==> src/include/vector_place_pkg.sv <==
// Constants for the interrupt vector placement block.
// Assumes a CPU that reports its program counter and instruction ends.
package vector_place_pkg;

    // ========================================
    // Register map
    localparam logic [7:0] CTRL_ADDR = 8'h35;
    localparam logic [7:0] CTRL_RESET = 8'h00;
    localparam int CHANGE_ENABLE_BIT = 0;
    localparam int SELECT_BIT = 1;

    // ========================================
    // Timing
    localparam int UNLOCK_CYCLES = 4;
    localparam logic [2:0] UNLOCK_LAST = 3'(UNLOCK_CYCLES - 1);

    // ========================================
    // Flash layout, word addresses
    localparam int PC_W = 13;
    localparam logic [12:0] APP_BASE = 13'h0000;
    localparam logic [12:0] BOOT_START_00 = 13'h1c00;
    localparam logic [12:0] BOOT_START_01 = 13'h1e00;
    localparam logic [12:0] BOOT_START_10 = 13'h1f00;
    localparam logic [12:0] BOOT_START_11 = 13'h1f80;
    localparam int VECTOR_IDX_W = 5;

    // ========================================
    // Unlock sequencer
    typedef enum logic [1:0] {
        UNLOCK_IDLE = 2'b00,
        UNLOCK_ARMED = 2'b01,
        UNLOCK_HOLD = 2'b10
    } unlock_state_t;

    typedef struct packed {
        unlock_state_t state;
        logic [2:0] cnt;
        logic vsel;
        logic [7:0] rdata;
        logic block;
        logic suppress;
        logic irq_ok;
        logic [12:0] vbase;
        logic [12:0] vaddr;
        logic [12:0] raddr;
    } place_state_t;

endpackage

==> src/verilog/interrupt_vector_placement.sv <==
// Interrupt vector placement control with timed unlock.
// Assumes synchronous CPU-side inputs and a one-cycle register port.
//
// Local design decision: the address-and-strobe port.
`timescale 1ns/10ps
`default_nettype none

module interrupt_vector_placement
    import vector_place_pkg::*;
#(
    parameter logic [12:0] BOOT_START_SZ0 = BOOT_START_00,
    parameter logic [12:0] BOOT_START_SZ1 = BOOT_START_01,
    parameter logic [12:0] BOOT_START_SZ2 = BOOT_START_10,
    parameter logic [12:0] BOOT_START_SZ3 = BOOT_START_11
)
(
    // Clock and reset
    input wire logic clk,
    input wire logic reset,
    // Register port
    input wire logic [7:0] addr,
    input wire logic [7:0] wdata,
    input wire logic wr,
    input wire logic rd,
    output logic [7:0] rdata,
    // Fuses and lock bits, high means programmed
    input wire logic [1:0] boot_size_fuses,
    input wire logic boot_reset_fuse,
    input wire logic app_boot_lock_bit,
    input wire logic boot_boot_lock_bit,
    // CPU side
    input wire logic [12:0] cpu_pc,
    input wire logic instr_end,
    input wire logic global_irq_enable,
    input wire logic [4:0] vector_index,
    // Placement results
    output logic irq_block,
    output logic lock_suppress,
    output logic irq_allowed,
    output logic [12:0] vector_base,
    output logic [12:0] vector_addr,
    output logic [12:0] reset_addr
);

    // ========================================
    // Elaboration checks
    // Slot spacing of two words needs the boot start word aligned
    if (BOOT_START_SZ0[0] || BOOT_START_SZ1[0] ||
        BOOT_START_SZ2[0] || BOOT_START_SZ3[0])
    begin : g_bad_start
        $error("boot start must be an even word address");
    end

    // Window counter is three bits wide
    if (UNLOCK_CYCLES < 1 || UNLOCK_CYCLES > 8)
    begin : g_bad_window
        $error("unlock window must be 1 to 8 cycles");
    end

    place_state_t s;
    place_state_t next_s;
    logic hit_wr;
    logic hit_rd;
    logic armed;
    logic [12:0] boot_start;
    logic in_boot;

    // ========================================
    // Decode
    // Only the exact control address may touch the unlock state
    assign hit_wr = wr && (addr == CTRL_ADDR);
    assign hit_rd = rd && (addr == CTRL_ADDR);
    assign armed = (s.state == UNLOCK_ARMED);

    always_comb
    begin
        case (boot_size_fuses)
            2'b00: boot_start = BOOT_START_SZ0;
            2'b01: boot_start = BOOT_START_SZ1;
            2'b10: boot_start = BOOT_START_SZ2;
            2'b11: boot_start = BOOT_START_SZ3;
            default: boot_start = BOOT_START_SZ0;
        endcase
    end

    // Boot section runs from its start word to the top of flash
    assign in_boot = (cpu_pc >= boot_start);

    // ========================================
    // Next state
    always_comb
    begin
        next_s = s;
        next_s.rdata = 8'h00;
        if (hit_rd)
        begin
            next_s.rdata[SELECT_BIT] = s.vsel;
            next_s.rdata[CHANGE_ENABLE_BIT] = armed;
        end
        case (s.state)
            UNLOCK_IDLE:
            begin
                if (hit_wr && wdata[CHANGE_ENABLE_BIT])
                begin
                    next_s.state = UNLOCK_ARMED;
                    next_s.cnt = UNLOCK_LAST;
                end
            end
            UNLOCK_ARMED:
            begin
                if (hit_wr && wdata[CHANGE_ENABLE_BIT])
                begin
                    next_s.cnt = UNLOCK_LAST;
                end
                else if (hit_wr)
                begin
                    next_s.vsel = wdata[SELECT_BIT];
                    next_s.state = UNLOCK_HOLD;
                end
                else if (s.cnt == 3'h0)
                begin
                    next_s.state = UNLOCK_IDLE;
                end
                else
                begin
                    next_s.cnt = s.cnt - 3'h1;
                end
            end
            UNLOCK_HOLD:
            begin
                // No instruction end keeps the block up indefinitely
                // release after next instruction
                if (instr_end)
                begin
                    next_s.state = UNLOCK_IDLE;
                end
            end
            default:
            begin
                next_s.state = UNLOCK_IDLE;
            end
        endcase
        next_s.block = (next_s.state != UNLOCK_IDLE);
        next_s.suppress = (next_s.vsel && app_boot_lock_bit && !in_boot) ||
            (!next_s.vsel && boot_boot_lock_bit && in_boot);
        // global enable only gated, never written
        next_s.irq_ok = global_irq_enable && !next_s.block &&
            !next_s.suppress;
        next_s.vbase = next_s.vsel ? boot_start : APP_BASE;
        next_s.vaddr = next_s.vbase + {7'h00, vector_index, 1'b0};
        next_s.raddr = boot_reset_fuse ? boot_start : APP_BASE;
    end

    // ========================================
    // State register
    // cleared by reset
    always_ff @(posedge clk or posedge reset)
    begin
        if (reset)
        begin
            s <= '0;
        end
        else
        begin
            s <= next_s;
        end
    end

    assign rdata = s.rdata;
    assign irq_block = s.block;
    assign lock_suppress = s.suppress;
    assign irq_allowed = s.irq_ok;
    assign vector_base = s.vbase;
    assign vector_addr = s.vaddr;
    assign reset_addr = s.raddr;
endmodule

`default_nettype wire

==> config.mk <==
export PLATFORM = sky130hd
export DESIGN_NAME = interrupt_vector_placement
export DESIGN_NICKNAME = d
export VERILOG_FILES = /design/src/include/vector_place_pkg.sv /design/src/verilog/interrupt_vector_placement.sv
export SDC_FILE = /design/constraint.sdc
export NUM_CORES = 1
export LEC_CHECK = 0
export BUFFER_PORTS_ARGS = -buffer_cell sky130_fd_sc_hd__buf_2
export CELL_PAD_IN_SITES_DETAIL_PLACEMENT = 1
export CELL_PAD_IN_SITES_GLOBAL_PLACEMENT = 1
export CORE_MARGIN = 2
export CORE_UTILIZATION = 29
export CTS_BUF_LIST = sky130_fd_sc_hd__clkbuf_8 sky130_fd_sc_hd__clkbuf_16
export CTS_CLUSTER_DIAMETER = 40
export DETAILED_ROUTE_END_ITERATION = 8
export PLACE_DENSITY = 0.8
export SLEW_MARGIN = 25
export SYNTH_ARGS = -nofsm -noshare
export SYNTH_HDL_FRONTEND = slang
export SYNTH_SLANG_ARGS = --single-unit
==> constraint.sdc <==
create_clock -name clk -period 2 [get_ports clk]
set_input_delay 0.4 -clock clk [delete_from_list [all_inputs] [get_ports clk]]
set_output_delay 0.4 -clock clk [all_outputs]
set_load 0.1 [all_outputs]
==> flow_summary.toml, run 1 <==
[run_status]
status = "finished, final reports clean"

[power]
power_frac_seq_pct = 40.2
pwr-share-clk_pct = 23.2
combPwrFrac_pct = 36.7
powerDensity_nw_per_um2 = 789
switchingPower_mw = 0.556
p_sw_share_pct = 43.0
finalPower_mw = 1.29
ir_drop_mv = 0.268
p_leak_nw = 0.956
intPower_mw = 0.736

[cells_and_area]
n_antenna_cell = 0
syn2layout_area_growth_pct = 18.8
seqCellArea_um2 = 576
fillCellCount = 558
fin_util_pct = 35.1
multiInputGateArea_um2 = 509
fin_cells = 245
fin_nets = 242
drive_gt1_share_pct = 47.6

[clock_network]
holdBufCountCts = 0
tritoncts = "done"
insertion_delay_ns = 0.27
clock_sinks = 23
clk_pin_slew_ns = 0.09
numCtsBuffers = 3
cts-root-buf = "clkbuf_8"
cts.path.max_buffers = 2
cts_max_level = 1

[sta]
hold_viol = 0
whs_ns = 0.158
rsz0062_at_grt = "false"
finalClockSkew_ns = 0.00638
setup-violations-final = 0
fmaxAchievable_mhz = 526
period_needed_ns = 1.90
drv_slew = 0
fin_ws_ns = 0.0982
fin_crit_sh_pct = 95.1

[drt]
wl_per_cell_um = 12.2
drc = 0
viasPerCell = 4.17
wl_mm = 2.99
drtPass1Iterations = 3
drtIter0Drc = 28
drtAntennaViolNets = 0
vias = 1021

[critical_path]
reg2reg_from = "s[55]"
crit_type = "in2reg"
crit_arrival_ns = 2.07
crit_required_ns = 2.17
cp_max_fo = 4
cp-end-kind = "flip-flop"
rr_endpoint = "irq_allowed"
setup.worst_path.start_class = "primary input"
ff2ff_setup_slack_ns = 0.21
reg2reg_depth = 5

[yosys]
syn_area_um2 = 1380
synth_top_area_share_pct = 41.7
ys_types = 30
syn_avg_cell_area_um2 = 9.99
yosysSeqAreaShare_pct = 41.7
syn_inst = 138
synth_seq_cells = 23
synthTopCellsByArea = "dfrtp_1 42%, buf_4 26%, ha_1 4.5%"
synth_top_cell_by_area = "dfrtp_1"
yosys_warnings = 0

[placed_design]
place_ws_ns = -0.353
place.gp.congestion = 0.725
hpwl_mm = 2.57
dp.cells = 241
portBuffers = 66

[die]
start_util_pct = 29.6
die_width_um = 73.0
fp-row-count = 25
die_h_um = 73.0
dieArea_um2 = 5320
fp.coreArea_um2 = 4660
ios = 95

[global_routing]
grt-ovfl-total = 0
grt_pass1_wl_mm = 4.85
grt_max_degree = 24
track_usage_pct = 11.9
grt_pass1_vias = 1082
antenna_found_initial = 0

[run]
drv_cap = 0

[min_path]
hp-class = "in2async"
[power by group through the flow]
stage	Sequential, mW	Combinational, mW	Clock [mW]
global placement	0.524	0.459	0
CTS	0.519	0.479	0.313
global route	0.523	0.512	0.334
detailed placement	0.527	0.477	0
floorplan	0.542	0.412	0
finish	0.519	0.474	0.299
[repair_timing]
action | 4_1_cts | 5_1_grt
resized for setup | 3 | 0
endpoints found under the setup margin | 2 | 0
buffers inserted | 0 | 0
[synthesized netlist by cell type, drive strengths merged]
library cell   n
buf           48
dfrtp         23
inv            9
nor2           8
o21ai          7
ha             5
nand2          5
nand2b         4
nor2b          4
mux2i          3
nor3           3
or4            3
a21oi          2
and2           2
and3           2
or4b           2
a31o           1
conb           1
mux2           1
nand3          1
nand4b         1
o311ai         1
o31ai          1
or2            1
[per-layer routing]
layer	vias up	global-route usage [%]	share of wire [%]
li1	483	-	-
met1	478	12.7	34
met2	54	22.2	56
met3	6	3.18	8.2
met4	0	4.32	1.6
met5	-	0	0
[placed cells by master (no fill, tap or decap), types with 5 or more instances in the layout]
master	netlist	final
buf_2	1	66
dfrtp_1	23	23
conb_1	1	22
buf_4	47	10
inv_1	9	9
nor2_1	8	8
o21ai_0	7	6
nand2_1	5	5
ha_1	5	5
[through the flow]
stage	setup TNS (ns)	instance area, µm²
after floorplan	-0.177	1480
after global placement	-0.808	1580
after detailed placement	-1.31	1580
after CTS	0	1640
after global routing	0	1640
final	0	1640
[how the worst max path moves through the flow]
stage | endpoint | cells past startpoint | from | slack [ns]
floorplan | irq_allowed | 6 | addr[7] | -0.1
global placement | irq_allowed | 8 | boot_size_fuses[0] | -0.24
detailed placement | irq_allowed | 8 | boot_size_fuses[0] | -0.35
CTS | irq_allowed | 6 | addr[7] | 0.09
global route | irq_allowed | 7 | addr[7] | 0.05
finish | irq_allowed | 6 | addr[7] | 0.1
[flip-flops by register name, summed over array words and instances (netlist names)]
name	flops
s	5
lock_suppress	1
irq_allowed	1
reset_addr	4
vector_base	4
irq_block	1
rdata	2
vector_addr	5
[cell families (layout without fill, tap and decap cells)]
group	Yosys count	after routing	share of synthesized area, %
compound gates	12	12	5.35
simple gates	36	36	15.5
mux	4	4	4.17
other cells	1	22	0.272
flops	23	23	41.7
fa+ha+maj	5	5	4.54
buf+inv	57	89	28.4
[final cells by class]
class                      instances  area share [%]
clock buffer                       3            2.52
clock inverter                     1           0.306
inverter                           9            2.06
multi-input combinational         79            31.1
sequential                        23            35.1
tap                               54            4.13
timing repair buffer              76            24.8
[critical path, stage by stage]
cell and delay (ns):
buf_2 0.10, or4b_4 0.55, or4_4 0.48, mux2_4 0.33
mux2i_4 0.15, nor3_2 0.05
No activity file was read; power rests on OpenSTA's default activity.
==> run 2, diff against run 1 <==
Settings changed: REMOVE_ABC_BUFFERS set to 1.
==> flow_summary.toml, run 2 (synthesis gave the netlist of run 1 again) <==
[cells_and_area]
syn2layout_area_growth_pct = 20.7
fin_nets = 244
final_cell_mix = "66 x buf_2, 23 x dfrtp_1, 22 x conb_1"
fillCellCount = 574
layout_commonest_cell = "buf_2"
fin_area_um2 = 1660
n_antenna_cell = 0
drive_gt1_share_pct = 48.7

[clock_network]
clk_pin_slew_ns = 0.08
holdBufCountCts = 0
cts_post_setup_buffers_inserted = 0
cts.path.max_buffers = 2
cts-root-buf = "clkbuf_8"
insertion_delay_ns = 0.26
tritoncts = "done"
cts_max_level = 1
clock_sinks = 23
numCtsBuffers = 3

[critical_path]
crit_required_ns = 2.16
path_cells = "buf_2 > or4b_4 > buf_4 > or4_4 > a21oi_4 > a21oi_1 > a31o_2"
crit_type = "in2reg"
reg2reg_depth = 5
crit_end = "s[53]"
crit_arrival_ns = 2.13
worstSetupStartpoint = "addr[7]"
cp-end-kind = "flip-flop"
reg2reg_from = "s[55]"
rr_endpoint = "irq_allowed"
slowest_delay_ns = 0.52
critPathSlowestCell = "or4b_4"
cp_max_fo = 4
ff2ff_setup_slack_ns = 0.27
setup.worst_path.start_class = "primary input"

[sta]
period_needed_ns = 1.97
fin_crit_sh_pct = 98.7
setup-violations-final = 0
finalClockSkew_ns = 0.00423
hold_viol = 0
tns_ns = 0
drv_slew = 0
fin_ws_ns = 0.0258
fmaxAchievable_mhz = 507

[drt]
wl_per_cell_um = 11.4
drtPass1Iterations = 2
drtAntennaViolNets = 0
vias = 1027
drtIter0Drc = 4
wl_mm = 2.82
drc = 0
viasPerCell = 4.16

[die]
ios = 95
start_util_pct = 29.6
fp-row-count = 25
dieArea_um2 = 5320
fp.coreArea_um2 = 4660
die_h_um = 73.0
die_width_um = 73.0

[placed_design]
place_area_um2 = 1590
hpwl_mm = 2.38
place_ws_ns = -0.342
place.gp.congestion = 0.753
portBuffers = 66

[global_routing]
grt_pass1_vias = 981
grt_max_degree = 24
antenna_found_initial = 0
grt-ovfl-total = 0
grt_pass1_wl_mm = 4.33
track_usage_pct = 10.7

[run]
drv_cap = 0

[power]
powerDensity_nw_per_um2 = 767
ir_drop_mv = 0.376
p_leak_nw = 0.965

[min_path]
hp-class = "in2async"

[run_status]
status = "finished, final reports clean"
==> run 2: critical path, delay by kind of cell <==
kind | cells | cell delay (ns)
AND/OR/NAND/NOR | 2 | 0.98
AO/OA/AOI/OAI | 3 | 0.50
buffers and inverters | 2 | 0.25
==> run 2: final cells by class <==
type	count	area (µm²)	share of cell area (%)
Multi-Input combinational cell	79	518	31.1
Clock buffer	3	41.3	2.48
Sequential cell	23	576	34.6
Clock inverter	1	3.75	0.226
Tap cell	54	67.6	4.06
Timing Repair Buffer	78	424	25.5
Inverter	9	33.8	2.03
==> run 2: metal layers <==
layer	vias up	global-route usage [%]	wire length [µm]
met5	-	0	0
met4	0	3.70	30
met3	4	3.04	291
met2	61	18.7	1420
met1	475	12.4	1080
li1	487	-	-
==> run 2: what timing repair did <==
item,4_1_cts,5_1_grt
setup endpoints to repair,6,4
resized for setup,3,5
pin swaps,0,4
==> run 2: report_power, final <==
| group | internal [mW] | leakage [nW] | switching, mW |
|---|---|---|---|
| clock | 0.137 | 0.0269 | 0.145 |
| sequential | 0.502 | 0.297 | 0.0165 |
| combinational | 0.0937 | 0.641 | 0.381 |
==> run 2: worst min path at each step <==
| stage | end | cells past startpoint |
|---|---|---|
| after floorplan | irq_allowed | 1 |
| after global placement | vector_addr[4] | 3 |
| after detailed placement | vector_addr[4] | 3 |
| after CTS | vector_addr[4] | 3 |
| after global routing | vector_addr[2] | 3 |
| final | vector_addr[4] | 3 |
==> run 2: stage by stage <==
stage          hold WS, ns  instances  total power [mW]  utilization (%)
4_1_cts              0.162        247              1.29             35.1
5_1_grt              0.180        247              1.35             35.7
6_report             0.159        247              1.28             35.7
3_3_place_gp         0.450        243             0.984             34.1
3_5_place_dp         0.458        243             0.997             34.1
2_1_floorplan        0.402        111             0.901                -
